### src/io_space_pkg.sv
// Package: I/O space address map constants and access kinds
package io_space_pkg;
    // Widths
    localparam int IO_ADDR_WIDTH = 6;
    localparam int DATA_ADDR_WIDTH = 8;
    localparam int BIT_INDEX_WIDTH = 3;
    // Bit-accessible window, direct I/O range, data-space offset
    localparam logic [5:0] BIT_WINDOW_LAST = 6'h1F;
    localparam logic [5:0] DIRECT_IO_LAST = 6'h3F;
    localparam logic [7:0] IO_DATA_OFFSET = 8'h20;
    localparam logic [7:0] EXT_IO_FIRST = 8'h60;
    localparam logic [7:0] EXT_IO_LAST = 8'hFF;
    // Reset values
    localparam logic [7:0] DATA_RESET = 8'h00;
    // Access kinds requested by the core
    typedef enum logic [6:0] {
        ACC_NONE = 7'h01,
        ACC_IO_IN = 7'h02,
        ACC_IO_OUT = 7'h04,
        ACC_BIT_SET = 7'h08,
        ACC_BIT_CLEAR = 7'h10,
        ACC_BIT_TEST = 7'h20,
        ACC_DATA = 7'h40
    } access_kind_type;
endpackage : io_space_pkg

### src/io_space_access_decoder.sv
// Decoder for core accesses to the I/O register space
`timescale 1ns/10ps
`default_nettype none
module io_space_access_decoder #(
    parameter int DATA_WIDTH = 8
) (
    // Clock and reset
    input wire logic sys_clk,
    input wire logic resetn,
    input wire logic clk_en,
    // Core request
    input wire logic req_valid,
    input wire io_space_pkg::access_kind_type req_kind,
    input wire logic [7:0] req_addr,
    input wire logic [2:0] req_bit,
    input wire logic req_write,
    input wire logic [DATA_WIDTH-1:0] req_wdata,
    // Peripheral register port
    output logic reg_sel,
    output logic reg_ext,
    output logic [7:0] reg_addr,
    output logic reg_rd,
    output logic reg_wr,
    output logic [DATA_WIDTH-1:0] reg_wdata,
    input wire logic [DATA_WIDTH-1:0] reg_rdata,
    input wire logic [DATA_WIDTH-1:0] reg_w1c_mask,
    // Answer to the core
    output logic resp_valid,
    output logic resp_error,
    output logic [DATA_WIDTH-1:0] resp_rdata,
    output logic resp_skip
);
    // Request kind, one flag per access class
    logic kind_in;
    logic kind_out;
    logic kind_set;
    logic kind_clear;
    logic kind_test;
    logic kind_data;
    logic bit_op;
    // Address classes
    logic upper_clear;
    logic in_bit_window;
    logic in_direct;
    logic is_io_data;
    logic is_ext_data;
    logic [5:0] io_addr;
    logic [7:0] data_io_addr;
    // Acceptance
    logic take;
    logic legal;
    // Bit paths
    logic [DATA_WIDTH-1:0] bit_onehot;
    logic [DATA_WIDTH-1:0] merged;
    // Answer registers
    logic [DATA_WIDTH-1:0] rd_reg;
    logic skip_reg;
    logic valid_reg;
    logic error_reg;

    // Address map as the core sees it:
    //   I/O 0x00..0x1F   bit window: in, out, bit set, bit clear and bit test
    //   I/O 0x20..0x3F   direct window: in and out only
    //   Data 0x20..0x5F  the same 64 registers through loads and stores
    //   Data 0x60..0xFF  extended registers, loads and stores only
    //   Data 0x00..0x1F  not I/O space, refused here
    // The peripheral sees one register address: the I/O address for direct and
    // bit forms, the data address less 0x20 for loads and stores. Extended
    // registers therefore land at 0x40..0xDF, told apart by reg_ext.
    // Reserved addresses inside the windows are passed on; keeping software
    // off them is left to the core.

    // Kind decode; a code that is not one-hot matches no flag and is refused
    always_comb begin
        kind_in = (req_kind == io_space_pkg::ACC_IO_IN);
        kind_out = (req_kind == io_space_pkg::ACC_IO_OUT);
        kind_set = (req_kind == io_space_pkg::ACC_BIT_SET);
        kind_clear = (req_kind == io_space_pkg::ACC_BIT_CLEAR);
        kind_test = (req_kind == io_space_pkg::ACC_BIT_TEST);
        kind_data = (req_kind == io_space_pkg::ACC_DATA);
        bit_op = kind_set || kind_clear;
    end

    // Address classes; the I/O forms need the two upper address bits clear
    always_comb begin
        io_addr = req_addr[5:0];
        upper_clear = (req_addr[7:6] == 2'b00);
        in_bit_window = upper_clear && (io_addr <= io_space_pkg::BIT_WINDOW_LAST);
        in_direct = upper_clear && (io_addr <= io_space_pkg::DIRECT_IO_LAST);
        is_io_data = (req_addr >= io_space_pkg::IO_DATA_OFFSET)
            && (req_addr < io_space_pkg::EXT_IO_FIRST);
        is_ext_data = (req_addr >= io_space_pkg::EXT_IO_FIRST)
            && (req_addr <= io_space_pkg::EXT_IO_LAST);
        // Wraps below 0x20, harmless because such data accesses are refused
        data_io_addr = req_addr - io_space_pkg::IO_DATA_OFFSET;
    end

    // Each kind checks only its own window, so extended registers never
    // answer a direct or single-bit form:
    //   in, out     I/O 0x00..0x3F
    //   bit forms   I/O 0x00..0x1F
    //   data        data 0x20..0xFF
    //   none        never, and no answer at all
    always_comb begin
        take = req_valid && clk_en;
        unique case (req_kind)
            io_space_pkg::ACC_IO_IN,
            io_space_pkg::ACC_IO_OUT: begin
                legal = in_direct;
            end
            io_space_pkg::ACC_BIT_SET,
            io_space_pkg::ACC_BIT_CLEAR,
            io_space_pkg::ACC_BIT_TEST: begin
                legal = in_bit_window;
            end
            io_space_pkg::ACC_DATA: begin
                legal = is_io_data || is_ext_data;
            end
            io_space_pkg::ACC_NONE: begin
                legal = 1'b0;
            end
            default: begin
                legal = 1'b0;
            end
        endcase
    end

    // One-hot select of the addressed bit for the test path; a shallow
    // and-or per bit instead of a variable index into the read data
    for (genvar i = 0; i < DATA_WIDTH; i++) begin : g_bit_sel
        assign bit_onehot[i] = (req_bit == 3'(i));
    end

    // Bit set or clear writes back a merged byte that spares other flags
    io_bit_merge #(
        .DATA_WIDTH(DATA_WIDTH)
    ) u_merge (
        .bit_index(req_bit),
        .set_bit(kind_set),
        .current_value(reg_rdata),
        .w1c_mask(reg_w1c_mask),
        .write_value(merged)
    );

    // Timing of one access:
    //   cycle 0  request held by the core; strobes, address and merged data
    //            reach the peripheral, which answers reg_rdata in the same cycle
    //   edge     peripheral commits the write; answer registers capture
    //   cycle 1  resp_valid with resp_error, resp_rdata and resp_skip
    // A low clk_en drops the strobes and freezes every answer register, so a
    // frozen cycle neither writes nor loses the last answer.

    // Register port drive; the peripheral clears its flags on a written one.
    // All strobes are combinational so a bit operation reads, merges and
    // writes back within the one cycle the core holds the request.
    // Hazard: reg_rdata must settle inside that cycle, the merge depends on it.
    always_comb begin
        reg_sel = take && legal;
        reg_ext = kind_data && is_ext_data;
        if (kind_data) begin
            reg_addr = data_io_addr;
        end else begin
            reg_addr = {2'b00, io_addr};
        end
        reg_rd = reg_sel && (bit_op || kind_test || kind_in || (kind_data && !req_write));
        reg_wr = reg_sel && (bit_op || kind_out || (kind_data && req_write));
        reg_wdata = bit_op ? merged : req_wdata;
    end

    // Answer strobe, one cycle after any request that names an access
    always_ff @(posedge sys_clk or negedge resetn) begin
        if (!resetn) begin
            valid_reg <= 1'b0;
        end else if (clk_en) begin
            valid_reg <= take && (req_kind != io_space_pkg::ACC_NONE);
        end
    end

    // Refusal flag rides with the strobe; the core decides what to do with it
    always_ff @(posedge sys_clk or negedge resetn) begin
        if (!resetn) begin
            error_reg <= 1'b0;
        end else if (clk_en) begin
            error_reg <= take && (req_kind != io_space_pkg::ACC_NONE) && !legal;
        end
    end

    // Read data held for the answer; zero when the access read nothing,
    // so stale data from an earlier read never looks like a fresh answer
    always_ff @(posedge sys_clk or negedge resetn) begin
        if (!resetn) begin
            rd_reg <= io_space_pkg::DATA_RESET;
        end else if (clk_en) begin
            rd_reg <= reg_rd ? reg_rdata : io_space_pkg::DATA_RESET;
        end
    end

    // Skip decision; one flag serves both skip forms, the core inverts it
    // for the skip-if-cleared form, which saves a second test path here
    always_ff @(posedge sys_clk or negedge resetn) begin
        if (!resetn) begin
            skip_reg <= 1'b0;
        end else if (clk_en) begin
            skip_reg <= reg_sel && kind_test && (|(reg_rdata & bit_onehot));
        end
    end

    // Answer outputs straight from their flip-flops
    assign resp_valid = valid_reg;
    assign resp_error = error_reg;
    assign resp_rdata = rd_reg;
    assign resp_skip = skip_reg;
endmodule // io_space_access_decoder
`default_nettype wire

### src/io_bit_merge.sv
// Single-bit write merge that keeps write-one-to-clear flags intact
`timescale 1ns/10ps
`default_nettype none
module io_bit_merge #(
    parameter int DATA_WIDTH = 8
) (
    // Operation
    input wire logic [2:0] bit_index,
    input wire logic set_bit,
    // Register view
    input wire logic [DATA_WIDTH-1:0] current_value,
    input wire logic [DATA_WIDTH-1:0] w1c_mask,
    // Result written back
    output logic [DATA_WIDTH-1:0] write_value
);
    // Only the addressed bit carries a one where it is a flag; other flags get zero
    always_comb begin
        for (int i = 0; i < DATA_WIDTH; i++) begin
            if (i == int'(bit_index)) begin
                write_value[i] = set_bit;
            end else begin
                write_value[i] = current_value[i] & ~w1c_mask[i];
            end
        end
    end
endmodule // io_bit_merge
`default_nettype wire

### config.mk
export PLATFORM = sky130hd
export DESIGN_NAME = io_space_access_decoder
export DESIGN_NICKNAME = d
export VERILOG_FILES = /design/src/io_space_pkg.sv /design/src/io_space_access_decoder.sv /design/src/io_bit_merge.sv
export SDC_FILE = /design/constraint.sdc
export NUM_CORES = 1
export LEC_CHECK = 0
export BUFFER_PORTS_ARGS = -buffer_cell sky130_fd_sc_hd__buf_2
export CAP_MARGIN = 5
export CORE_MARGIN = 2
export CORE_UTILIZATION = 42
export DETAILED_ROUTE_END_ITERATION = 7
export HOLD_SLACK_MARGIN = 0.02
export PLACE_DENSITY = 0.79
export SLEW_MARGIN = 0
export SYNTH_ARGS = -nofsm -noshare
export SYNTH_HDL_FRONTEND = slang
export SYNTH_SLANG_ARGS = --single-unit
### constraint.sdc
create_clock -name sys_clk -period 1.5 [get_ports sys_clk]
set_input_delay 0 -clock sys_clk [delete_from_list [all_inputs] [get_ports sys_clk]]
set_output_delay 0 -clock sys_clk [all_outputs]
set_load 0.03 [all_outputs]
## After elaboration in Yosys (flattened, before gate mapping)

Index checks and enable logic that the tools add are counted.

| storage, ports and cells | value |
|---|---|
| input bits | 47 |
| output and inout bits | 31 |
| word-level logic and storage cells | 91 |
| register bits after elaboration | 11 |

| operators by class | value |
|---|---|
| reductions and logical operators | 30 |
| order comparisons | 6 |
| equality and inequality tests | 21 |
| bitwise gates (word level) | 17 |
| muxes and demuxes | 12 |
| add/subtract/negate cells | 1 |

Operator list:

| operator | number |
|---|---|
| 2-to-1 mux 8 bit | 3 |
| logical AND 1 bit | 15 |
| equality test 3 bit (first input constant) | 4 |
| equality test 3 bit (second input constant) | 4 |
| bitwise AND 1 bit | 8 |
| bitwise AND 8 bit | 1 |
| greater-or-equal comparator 8 x 6 -> 1 bit (second input constant) | 1 |
| greater-or-equal comparator 8 x 7 -> 1 bit (second input constant) | 1 |
| less-or-equal comparator 8 bit (second input constant) | 1 |
| less-than comparator 8 x 7 -> 1 bit (second input constant) | 1 |
| 2-to-1 mux 1 bit | 8 |
| inverter 1 bit | 8 |
| OR reduction 8 bit | 1 |
| subtractor 8 x 6 -> 8 bit (second input constant) | 1 |
| equality test 7 x 2 -> 1 bit (second input constant) | 1 |
| equality test 7 x 3 -> 1 bit (second input constant) | 1 |
| equality test 7 x 4 -> 1 bit (second input constant) | 1 |
| equality test 7 x 5 -> 1 bit (second input constant) | 1 |
| equality test 7 x 6 -> 1 bit (second input constant) | 1 |
| equality test 7 bit (second input constant) | 1 |
| logical OR 1 bit | 7 |
| inequality test 7 x 1 -> 1 bit (second input constant) | 1 |
| equality test 2 x 3 -> 1 bit (first input constant) | 2 |
| equality test 3 x 2 -> 1 bit (second input constant) | 2 |
| other kinds (10) | 12 |

## Longest topological paths before layout

Gate-level depths: netlist (run 1).

| depth | value |
|---|---|
| depth in word-level cells | 7 |
| mapped depth | 7 |
| mapped depth without buffers | 7 |

## Modules after synthesis

A second synthesis (run 1) with hierarchy kept.

| unflattened totals | value |
|---|---|
| cells, all modules | 149 |
| area, all modules | 1234.9 µm² |

Modules (own cells, without submodules):

| module | area an instance (µm²) | cells each | instances | seq. area each (µm²) |
|---|---|---|---|---|
| io_space_access_decoder | 1039.7 | 125 | 1 | 275.3 |
| io_bit_merge | 195.2 | 24 | 1 | 0.0 |

## Worst setup path before layout (run 1)

No wires, ideal clock.

| path | value |
|---|---|
| path kind | input to output |
| start point | in req_kind[1] |
| end point | out reg_rd |
| path slack | -0.108 ns |
| cell stages on the path | 6 |
| required time | 1.500 ns |
| buffers on the path | 1 |
| arrival time | 1.608 ns |
| cells stage by stage | buf_6 -> nor4_1 -> nand3_1 -> a211oi_1 -> o21ai_1 -> a21boi_1 |

| between the ends | value |
|---|---|
| longest elaborated chain between the ends | 6 |
| elaborated cells between the ends (all ways) | 16 |
| those cells by class | eq/ne: 6; mux: 1; reduce/logical: 9 |

Ends and longest elaborated chain:

| item | RTL line | RTL |
|---|---|---|
| from (decl) | io_space_access_decoder.sv:13 | `input wire io_space_pkg::access_kind_type req_kind,` |
| parallel branches: the longest is 5 deep, another holds equality test 7 x 5 -> 1 bit | - |  |
| logical AND 1 bit (*) | io_space_access_decoder.sv:165 | `reg_rd = reg_sel && (bit_op \|\| kind_test \|\| kind_in \|\| (kind_data && !req_write));` |
| to (decl) | io_space_access_decoder.sv:22 | `output logic reg_rd,` |

Every way passes the cells marked *.

## Final worst setup path (run 1)

| path | value |
|---|---|
| start point | in req_kind[6] |
| end point | out reg_wr |

| between the ends | value |
|---|---|
| longest elaborated chain between the ends | 5 |
| elaborated cells between the ends (all ways) | 15 |
| those cells by class | eq/ne: 6; mux: 1; reduce/logical: 8 |

Ends and longest elaborated chain:

| item | RTL line | RTL |
|---|---|---|
| equality test 7 x 5 -> 1 bit (tied with other cells) | io_space_access_decoder.sv:78, io_space_access_decoder.sv:106 |  |
| OR reduction 3 bit (tied with other cells) | io_space_access_decoder.sv:106 | `unique case (req_kind)` |
| one-hot mux 1 bit (3 select lines) / logical OR 1 bit (equally long branches) | io_space_access_decoder.sv:106, io_space_access_decoder.sv:166 |  |
| logical AND 1 bit / logical OR 1 bit (equally long branches) | io_space_access_decoder.sv:158, io_space_access_decoder.sv:166 |  |
| logical AND 1 bit (*) | io_space_access_decoder.sv:166 | `reg_wr = reg_sel && (bit_op \|\| kind_out \|\| (kind_data && req_write));` |
| to (decl) | io_space_access_decoder.sv:23 | `output logic reg_wr,` |

Every way passes the cells marked *; elsewhere a longest branch is shown, timed or not.

==> qor.txt, run 1 <==
CP bufs+invs -> 2
sequential power share -> 0.355
port bufs -> 77
worst-margin pin slew -> 0.294 ns
NetSw -> 0.307 mW
Max-Cap Viols -> 0
cells along the critical path -> buf_2, or4_4, nor3b_4, o31ai_4, nor2_2, clkbuf_4
vias per cell -> 5.37
area of the mapped netlist -> 1170 um2
Sink Count -> 11
Chip Height -> 56.8 um
Pwr Density -> 473 nW/um2
DR vias -> 1508
Clock Path Buffers -> 2
Starting Density -> 0.432
Hold Path Class -> input pin to flop
crit end category -> output pin
Avg Synthesized Cell Area -> 7.46 um2
Net Count, Synth -> 206
Hold Violations, Final -> 0
Yosys cell types -> 45
total global-route track usage -> 0.229
f_max -> 687 MHz
placed cell area -> 1640 um2
hold slack -> 0.0717 ns
critical path class -> input pin to output pin
minimum clock period -> 1.46 ns
r2r setup slk -> 0.75 ns
Internal Power -> 0.551 mW
post-synthesis cell count -> 157
Synth Warn # -> 0
Slew Viols, Final -> 0
global route overflow -> 0
Routed WL per cell -> 13.1 um
hpwl dp -> 2820 um
CP max stage cell -> or4_4
FILL cells -> 247
Placement Setup Slack -> -0.0565 ns
Initial DRT Pass Iterations -> 4
Worst Reg-to-Reg Cells -> 2
TritonCTS Buffers -> 3
die area -> 3230 um2
skew final -> 0 ns
share of post-route cells with drive strength above 1 -> 0.440
number of antenna cells inserted -> 0
power share of the clock group -> 0.238
Critical Path RT -> 1.50 ns
H-Tree Depth -> 1
cell family with most CP delay -> simple AND/OR/NAND/NOR gates
sequential cell area fraction in the yosys report -> 0.235
routed wire length -> 3680 um
worst-path fanout max -> 7
fin worst setup slack -> 0.0439 ns
placer congestion estimate -> 0.834
Die W -> 56.8 um
clk_lat worst skew -> 0.27 ns
CTS tree -> done
initial antenna violation count -> 0
Worst VDD drop -> 0.000580 V
Worst Path Arrival -> 1.46 ns
vias in the first global route -> 1404
final setup fails -> 0
Leakage Power -> 0.878 nW
global-route wire length before repair -> 6050 um
boundary pin count -> 78
RSZ-0062 raised after global routing -> yes
Clk Tree Root Cell -> clkbuf_4
Post-CTS Setup Repair Bufs -> 0
slowest stage delay, CP -> 0.56 ns
cell area after layout -> 1810 um2
Area Growth Syn to Fin -> 54.9%
core region area -> 2710 um2
Slew headroom -> 0.803
pin count of the biggest net entering global routing -> 19
CP Depth -> 6
Worst Hold Depth -> 3
row cnt -> 19
Nets -> 300
Initial DRC Count -> 56
Worst-path clk slew -> 0.07 ns
crit path launch type -> input pin
status -> completed
Gate power share -> 0.408
# DRC -> 0
#FFs+latches synth -> 11
Switching Fraction -> 0.358
Post-DRT Antenna Nets -> 0
Final period util -> 0.971
-- Yosys cell counts (all sizes together) --
| master | instances | area, um2 |
|---|---|---|
| nor2 | 17 | 63.8 |
| a21oi | 15 | 75.1 |
| o21ai | 13 | 65.1 |
| dfrtp | 11 | 275 |
| nand2 | 11 | 41.3 |
| buf | 9 | 70.1 |
| inv | 9 | 33.8 |
| a32oi | 7 | 61.3 |
| nand3 | 7 | 35.0 |
| nor3b | 6 | 56.3 |
| a31oi | 4 | 25.0 |
| nor3 | 4 | 20.0 |
| nor4 | 4 | 31.3 |
| clkbuf | 3 | 11.3 |
| nand2b | 3 | 18.8 |
| nor2b | 3 | 18.8 |
| and3 | 2 | 12.5 |
| ha | 2 | 25.0 |
| mux2i | 2 | 20.0 |
| nand4 | 2 | 12.5 |
| o21a | 2 | 15.0 |
| o311ai | 2 | 17.5 |
| xnor2 | 2 | 17.5 |
| a211oi | 1 | 7.51 |
| a21boi | 1 | 7.51 |
| a22o | 1 | 8.76 |
| a22oi | 1 | 7.51 |
| a32o | 1 | 10.0 |
| and2 | 1 | 6.26 |
| clkinv | 1 | 3.75 |
| mux2 | 1 | 11.3 |
| nand3b | 1 | 7.51 |
| nor4b | 1 | 8.76 |
| o22ai | 1 | 6.26 |
| o2bb2ai | 1 | 8.76 |
| o31ai | 1 | 12.5 |
| o32ai | 1 | 16.3 |
| or2 | 1 | 6.26 |
| or4 | 1 | 11.3 |
| xor2 | 1 | 8.76 |
-- cells by family (layout without fill, tap and decap cells) --
logic type	after synthesis	after routing	share of synthesized area
and+or+nand+nor	64	64	0.299
AOI/OAI and AO/OA	52	52	0.294
buffers and inverters	22	115	0.101
DFF	11	11	0.235
xor gates and xnor gates	3	3	0.0224
muxes	3	3	0.0267
adders and majority gates	2	2	0.0214
-- routing by layer --
| layer | vias up | wire, um | track usage |
|---|---|---|---|
| met5 | - | 0 | 0 |
| met4 | 0 | 93 | 0.0930 |
| met3 | 10 | 187 | 0.0230 |
| met2 | 56 | 1830 | 0.374 |
| met1 | 675 | 1570 | 0.310 |
| li1 | 767 | - | - |
-- worst min-delay path: cells and delay by family --
family / cells / cell delay (ns)
buffers and inverters: 1 / 0.12
AOI/OAI and AO/OA: 2 / 0.18
-- layout by cell type (no fill, tap or decap), types with 2 or more instances in the layout --
cell,count
nor4_1,2
nand2_1,10
inv_1,9
o21ai_0,12
o311ai_1,2
buf_4,16
nor2_1,16
a31oi_1,4
and3_1,2
nor3_1,4
a21oi_2,2
nand4_1,2
xnor2_1,2
dlygate4sd3_1,9
a21oi_1,13
a32oi_1,7
o21a_1,2
clkbuf_4,4
mux2i_1,2
dfrtp_1,11
nand3_1,7
buf_2,74
nor2b_1,3
nor3b_1,5
ha_1,2
nand2b_1,3
-- registers in the layout (all words and copies together) (netlist names) --
name / flops
resp_rdata: 8
resp_error: 1
resp_valid: 1
resp_skip: 1
-- final cells by class --
| class | count | area, um2 | area share |
|---|---|---|---|
| repair buffers | 101 | 599 | 0.330 |
| inverters | 10 | 37.5 | 0.0207 |
| well taps | 31 | 38.8 | 0.0214 |
| multi-input cells | 124 | 837 | 0.461 |
| flip-flops and latches | 11 | 275 | 0.152 |
| clock buffers | 4 | 26.3 | 0.0145 |
-- through the flow --
step,cells,util,setup TNS (ns),power (mW)
3_5_place_dp,268,0.604,-0.280,0.625
4_1_cts,281,0.652,0,0.852
6_report,281,0.669,0,0.858
3_3_place_gp,268,0.604,-0.0659,0.623
5_1_grt,281,0.669,-0.0621,0.906
2_1_floorplan,157,-,0,0.493
-- power by group through the flow --
| stage | sequential, mW | combinational (mW) | clock [mW] |
|---|---|---|---|
| floorplan | 0.320 | 0.173 | 0 |
| global placement | 0.310 | 0.313 | 0 |
| detailed placement | 0.310 | 0.316 | 0 |
| CTS | 0.304 | 0.339 | 0.208 |
| global route | 0.305 | 0.381 | 0.221 |
| finish | 0.304 | 0.350 | 0.204 |
-- path summary, 6_finish.rpt --
path	start	to
worst max-delay path	req_kind[6]	reg_wr
worst min-delay path	reg_rdata[7]	resp_rdata[7]
worst max register to register	resp_rdata[6]	resp_rdata[6]
worst min register to register	resp_rdata[1]	resp_rdata[1]
max in group asynchronous	resetn	resp_error
min in group asynchronous	resetn	resp_rdata[6]
-- repair_timing --
action,4_1_cts,5_1_grt
hold buffers,9,0
pin swaps,0,4
cloned,0,0
setup endpoints to repair,1,10
gates resized for setup,2,13
hold endpoints to repair,19,0
No activity file was read; power rests on OpenSTA's default activity.
==> run 2: changes to the inputs <==
Settings changed: CELL_PAD_IN_SITES_DETAIL_PLACEMENT set to 1, CELL_PAD_IN_SITES_GLOBAL_PLACEMENT set to 2, CORE_UTILIZATION 42 to 21.
==> run 2 against run 1 <==
Against the previous run:
- setup slack improved by 0.012 ns
- total power rose by 12%
- sequential power is essentially flat
- count of clock-buffer cells in the layout unchanged
- non-clock buffer count increased by 1
- critical path depth did not move
- critical path type unchanged
- critical endpoint is now reg_rd
- largest cell class unchanged
==> qor.txt, run 2 (synthesized netlist as in run 1, its figures left out) <==
status -> completed (unchanged)
placer congestion estimate -> 0.707 (was 0.834)
Slew Viols, Final -> 0 (unchanged)
pin count of the biggest net entering global routing -> 16 (was 19)
Sink Count -> 11 (unchanged)
Clk Tree Root Cell -> clkbuf_8 (was clkbuf_4)
initial antenna violation count -> 0 (unchanged)
hold path startpoint -> reg_rdata[0] (was reg_rdata[7])
worst r2r dst -> resp_rdata[4] (was resp_rdata[6])
Worst VDD drop -> 0.000335 V (was 0.000580 V)
cell area after layout -> 1930 um2 (was 1810 um2)
total global-route track usage -> 0.138 (was 0.229)
boundary pin count -> 78 (unchanged)
H-Tree Depth -> 1 (unchanged)
routed wire length -> 4490 um (was 3680 um)
hpwl dp -> 3550 um (was 2820 um)
row cnt -> 27 (was 19)
worst-margin pin slew -> 0.330 ns (was 0.294 ns)
Largest register FFs -> 8 (unchanged)
Chip Height -> 78.7 um (was 56.8 um)
r2r setup slk -> 0.73 ns (was 0.75 ns)
Gate power share -> 0.381 (was 0.408)
Leakage Power -> 0.902 nW (was 0.878 nW)
Routed WL per cell -> 13.9 um (was 13.1 um)
NetSw -> 0.322 mW (was 0.307 mW)
Worst Reg-to-Reg Cells -> 2 (unchanged)
Worst-path clk slew -> 0.05 ns (was 0.07 ns)
final setup fails -> 0 (unchanged)
vias in the first global route -> 1510 (was 1404)
CP bufs+invs -> 3 (was 2)
Hold Violations, Final -> 0 (unchanged)
share of post-route cells with drive strength above 1 -> 0.486 (was 0.440)
fin cells -> 323 (was 281)
Starting Density -> 0.215 (was 0.432)
Final period util -> 0.963 (was 0.971)
most frequent cells in the layout -> 72 x buf_2, 27 x buf_4, 15 x nor2_1, 14 x a21oi_1, 12 x o21ai_0 (was 74 x buf_2, 16 x nor2_1, 16 x buf_4, 13 x a21oi_1, 12 x o21ai_0)
critical path class -> input pin to output pin (unchanged)
Worst Hold Depth -> 3 (unchanged)
Slew headroom -> 0.778 (was 0.803)
Placement Setup Slack -> -0.214 ns (was -0.0565 ns)
Hold Path Class -> input pin to flop (unchanged)
minimum clock period -> 1.44 ns (was 1.46 ns)
vias per cell -> 4.72 (was 5.37)
global-route wire length before repair -> 7030 um (was 6050 um)
Worst Path Arrival -> 1.44 ns (was 1.46 ns)
reg-to-reg startpoint -> resp_rdata[4] (was resp_rdata[6])
Switching Fraction -> 0.336 (was 0.358)
Pwr Density -> 495 nW/um2 (was 473 nW/um2)
commonest non-fill, non-tap cell in the layout -> buf_2 (unchanged)
crit path launch type -> input pin (unchanged)
# DRC -> 0 (unchanged)
post-placement cell count -> 313 (was 268)
final design utilization -> 0.355 (was 0.669)
CTS tree -> done (unchanged)
port bufs -> 77 (unchanged)
Hold Crit Endpoint -> resp_rdata[0] (was resp_rdata[7])
Critical Path RT -> 1.50 ns (about the same)
placed cell area -> 1720 um2 (was 1640 um2)
Internal Power -> 0.635 mW (was 0.551 mW)
Nets -> 301 (was 300)
clk_lat worst skew -> 0.23 ns (was 0.27 ns)
Initial DRT Pass Iterations -> 4 (unchanged)
worst-path fanout max -> 7 (unchanged)
DR vias -> 1524 (was 1508)
global route overflow -> 0 (unchanged)
core region area -> 5440 um2 (was 2710 um2)
power share of the clock group -> 0.300 (was 0.238)
hold slack -> 0.0460 ns (was 0.0717 ns)
Die W -> 78.7 um (was 56.8 um)
TritonCTS Buffers -> 3 (unchanged)
die area -> 6190 um2 (was 3230 um2)
Area Growth Syn to Fin -> 65.1% (was 54.9%)
Clock Path Buffers -> 2 (unchanged)
fin worst setup slack -> 0.0562 ns (was 0.0439 ns)
cells along the critical path -> buf_2, or4_4, nor3b_4, inv_1, a21boi_2, buf_4 (was buf_2, or4_4, nor3b_4, o31ai_4, nor2_2, clkbuf_4)
crit end category -> output pin (unchanged)
CP max stage cell -> or4_4 (unchanged)
number of antenna cells inserted -> 0 (unchanged)
CP Depth -> 6 (unchanged)
cell family with most CP delay -> simple AND/OR/NAND/NOR gates (unchanged)
sequential power share -> 0.319 (was 0.355)
Max-Cap Viols -> 0 (unchanged)
FILL cells -> 688 (was 247)
slowest stage delay, CP -> 0.58 ns (was 0.56 ns)
Initial DRC Count -> 37 (was 56)
f_max -> 693 MHz (was 687 MHz)
Post-DRT Antenna Nets -> 0 (unchanged)
skew final -> 0 ns (unchanged)
-- run 2: per-layer routing --
| metal | share of wire | routed length, um | global-route usage |
|---|---|---|---|
| met1 | 0.44 | 2000 | 0.187 |
| met2 | 0.50 | 2250 | 0.233 |
| met3 | 0.054 | 241 | 0.0218 |
| met4 | 0 | 0 | 0.0211 |
| met5 | 0 | 0 | 0 |
-- run 2: layout make-up --
class | instances | area (um2) | share of cell area
well taps | 72 | 90.1 | 0.0466
clock buffers | 4 | 45.0 | 0.0233
repair buffers | 102 | 594 | 0.307
inverters | 10 | 37.5 | 0.0194
multi-input cells | 124 | 891 | 0.461
flip-flops and latches | 11 | 275 | 0.142
-- run 2: worst reg2reg max path: stages, from the launching register on --
cell and delay [ns]:
dfrtp_1 0.37, a32oi_1 0.16, o21ai_0 0.11
-- run 2: how the worst max path moves through the flow --
| stage | startpoint | to |
|---|---|---|
| 6_report | req_kind[6] | reg_rd |
| 5_1_grt | req_kind[5] | reg_wr |
| 4_1_cts | req_kind[6] | reg_wr |
| 3_5_place_dp | req_kind[6] | resp_skip |
| 3_3_place_gp | req_kind[6] | resp_skip |
| 2_1_floorplan | req_kind[1] | resp_skip |
-- run 2: what timing repair did --
item	4_1_cts	5_1_grt
hold endpoints to repair	12	0
resized for setup	6	24
hold buffers	2	0
setup buffers	0	4
pin swaps	0	8
setup endpoints to repair	11	11
cloned	0	0
-- run 2: metrics by stage --
step | power (mW) | setup TNS (ns)
CTS | 0.952 | -0.00868
global route | 1.02 | -0.0586
floorplan | 0.493 | 0
finish | 0.957 | 0
global placement | 0.641 | -1.09
detailed placement | 0.646 | -2.48
-- run 2: power by group through the flow --
stage          logic, mW  clock network (mW)  registers [mW]
6_report           0.365               0.287           0.305
5_1_grt            0.399               0.320           0.305
2_1_floorplan      0.173                   0           0.320
3_5_place_dp       0.336                   0           0.310
3_3_place_gp       0.331                   0           0.310
4_1_cts            0.345               0.302           0.305
==> run 3: changes to the inputs <==
Settings changed: CELL_PAD_IN_SITES_DETAIL_PLACEMENT 1 to 0, CELL_PAD_IN_SITES_GLOBAL_PLACEMENT 2 to 1, CORE_UTILIZATION 21 to 25, CTS_BUF_LIST set to sky130_fd_sc_hd__clkbuf_16, PLACE_DENSITY 0.79 to 0.75.
Clock period 1.5 ns to 1.2 ns, I/O delays scaled along.
==> run 3 against run 2 <==
Against the previous run:
- the run now ends with setup timing left
- sequential share of layout area shrank 3.1 points
- routed wire length fell by 0.98%
- worst hold slack worse by 0.022 ns
- global-route usage increased by 1.6 points
- total power up 61%
- clock skew did not move
- first-iteration DRC count grew 92%
- cell count down 2.2%
- largest power group is now the clock network
==> qor.txt, run 3 (synthesized netlist as in run 1, its figures left out) <==
worst-margin pin slew -> 0.334 ns (was 0.330 ns)
most frequent cells in the layout -> 56 x buf_2, 28 x buf_4, 23 x buf_6, 11 x dfrtp_1, 10 x nand2_1 (was 72 x buf_2, 27 x buf_4, 15 x nor2_1, 14 x a21oi_1, 12 x o21ai_0)
CTS tree -> done (unchanged)
NetSw -> 0.465 mW (was 0.322 mW)
Tot Pwr -> 1.54 mW (was 0.957 mW)
RSZ-0062 raised after global routing -> yes
worst-path fanout max -> 4 (was 7)
Final period util -> 1.20
boundary pin count -> 78 (unchanged)
Slew Viols, Final -> 0 (unchanged)
clk_lat worst skew -> 0.23 ns (about the same)
CP bufs+invs -> 3 (unchanged)
slowest stage delay, CP -> 0.33 ns (was 0.58 ns)
power share of the clock group -> 0.381 (was 0.300)
Initial DRC Count -> 71 (was 37)
cell family with most CP delay -> compound AO/OA/AOI/OAI gates (was simple AND/OR/NAND/NOR gates)
commonest non-fill, non-tap cell in the layout -> buf_2 (unchanged)
DR vias -> 1590 (was 1524)
Worst Path Arrival -> 1.43 ns (was 1.44 ns)
Clk Tree Root Cell -> clkbuf_16 (was clkbuf_8)
share of post-route cells with drive strength above 1 -> 0.629 (was 0.486)
die area -> 5250 um2 (was 6190 um2)
number of antenna cells inserted -> 0 (unchanged)
failing checks -> setup timing
critical path class -> input pin to output pin (unchanged)
Internal Power -> 1.08 mW (was 0.635 mW)
hpwl dp -> 3210 um (was 3550 um)
Worst-path clk slew -> 0.04 ns (was 0.05 ns)
Starting Density -> 0.264 (was 0.215)
f_max -> 697 MHz
CP max stage cell -> a211oi_2 (was or4_4)
Nets -> 314 (was 301)
crit end category -> output pin (unchanged)
routed wire length -> 4440 um (was 4490 um)
TritonCTS Buffers -> 3 (unchanged)
H-Tree Depth -> 1 (unchanged)
row cnt -> 24 (was 27)
Largest register FFs -> 8 (unchanged)
pin count of the biggest net entering global routing -> 15 (was 16)
Clock Path Buffers -> 2 (unchanged)
total global-route track usage -> 0.154 (was 0.138)
Post-DRT Antenna Nets -> 0 (unchanged)
Hold Violations, Final -> 0 (unchanged)
Placement Setup Slack -> -0.322 ns (was -0.214 ns)
fin worst setup slack -> -0.235 ns (was 0.0562 ns)
Critical Path RT -> 1.20 ns (was 1.50 ns)
port bufs -> 77 (unchanged)
Pwr Density -> 626 nW/um2 (was 495 nW/um2)
minimum clock period -> 1.43 ns
final setup fails -> 24 (was 0)
Hold Path Class -> input pin to flop (unchanged)
Die W -> 72.4 um (was 78.7 um)
vias in the first global route -> 1507 (was 1510)
placer congestion estimate -> 0.806 (was 0.707)
global-route wire length before repair -> 6590 um (was 7030 um)
Chip Height -> 72.4 um (was 78.7 um)
# DRC -> 0 (unchanged)
Sink Count -> 11 (unchanged)
cells along the critical path -> buf_12, nor4_4, nand4_1, a211oi_2, buf_4, o21ai_4, a21boi_4, buf_6 (was buf_2, or4_4, nor3b_4, inv_1, a21boi_2, buf_4)
skew final -> 0 ns (unchanged)
status -> complete, but fails checks (was completed)
Gate power share -> 0.370 (was 0.381)
global route overflow -> 0 (unchanged)
crit path launch type -> input pin (unchanged)
Max-Cap Viols -> 0 (unchanged)
initial antenna violation count -> 0 (unchanged)
Slew headroom -> 0.776 (was 0.778)
sequential power share -> 0.248 (was 0.319)
final design utilization -> 0.555 (was 0.355)
Leakage Power -> 1.08 nW (was 0.902 nW)
Routed WL per cell -> 14.1 um (was 13.9 um)
vias per cell -> 5.03 (was 4.72)
Worst VDD drop -> 0.000993 V (was 0.000335 V)
Switching Fraction -> 0.301 (was 0.336)
Area Growth Syn to Fin -> 110% (was 65.1%)
Initial DRT Pass Iterations -> 4 (unchanged)
core region area -> 4440 um2 (was 5440 um2)
==> run 3: changes by cell type in the layout (fill, tap and decap cells not counted), sizes merged <==
cell and delta:
clkbuf -1, buf +13, inv +1
==> run 3: area by class of cell <==
type	instances	area, um2
clock buffer	3	75.1
clock inverter	1	3.75
fill	401	1980
inverter	10	37.5
multi-input combinational	124	1120
sequential	11	275
tap	52	65.1
timing repair buffer	115	890
==> run 3: worst reg2reg max path, stage by stage (launching register included) <==
cell and delay (ns):
dfrtp_1 0.38, a32oi_2 0.16, o21ai_1 0.08
==> run 3: per-stage QoR <==
step	std cells	TNS (ns)	hold slack, ns	instance area (um2)
detailed placement	299	-5.69	-0.115	1840
global route	316	-4.41	0.0510	2460
CTS	313	-1.21	0.0259	2240
floorplan	157	-0.910	-0.296	1270
global placement	299	-5.52	-0.112	1840
finish	316	-2.18	0.0238	2460
==> run 3: final timing paths <==
kind | start | to | slack (ns) | cells past startpoint
max in group asynchronous | resetn | resp_skip | 0.84 | 2
worst min register to register | resp_rdata[7] | resp_rdata[7] | 0.48 | 1
worst max-delay path | req_kind[5] | reg_rd | -0.23 | 8
worst min-delay path | reg_rdata[1] | resp_rdata[1] | 0.02 | 3
min in group asynchronous | resetn | resp_rdata[3] | 0.15 | 2
worst max register to register | resp_rdata[2] | resp_rdata[2] | 0.46 | 2
==> run 3: routing by layer <==
| metal | wire, um | vias up | GRT usage |
|---|---|---|---|
| met2 | 2280 | 48 | 0.274 |
| met1 | 1900 | 743 | 0.194 |
| met3 | 189 | 6 | 0.0208 |
| met5 | 0 | - | 0 |
| met4 | 75 | 0 | 0.0432 |
| li1 | - | 793 | - |
==> run 3: repair_timing <==
action | in CTS | in global routing
gates resized for setup | 62 | 49
pin swaps | 23 | 18
hold buffers | 2 | 0
hold endpoints to repair | 12 | 0
setup buffers | 8 | 3
setup endpoints to repair | 22 | 25
==> run 3: power groups by stage <==
stage,sequential (mW),clock [mW],combinational [mW]
floorplan,0.401,0,0.234
global placement,0.388,0,0.444
detailed placement,0.388,0,0.446
CTS,0.383,0.603,0.524
global route,0.383,0.622,0.613
finish,0.384,0.588,0.572
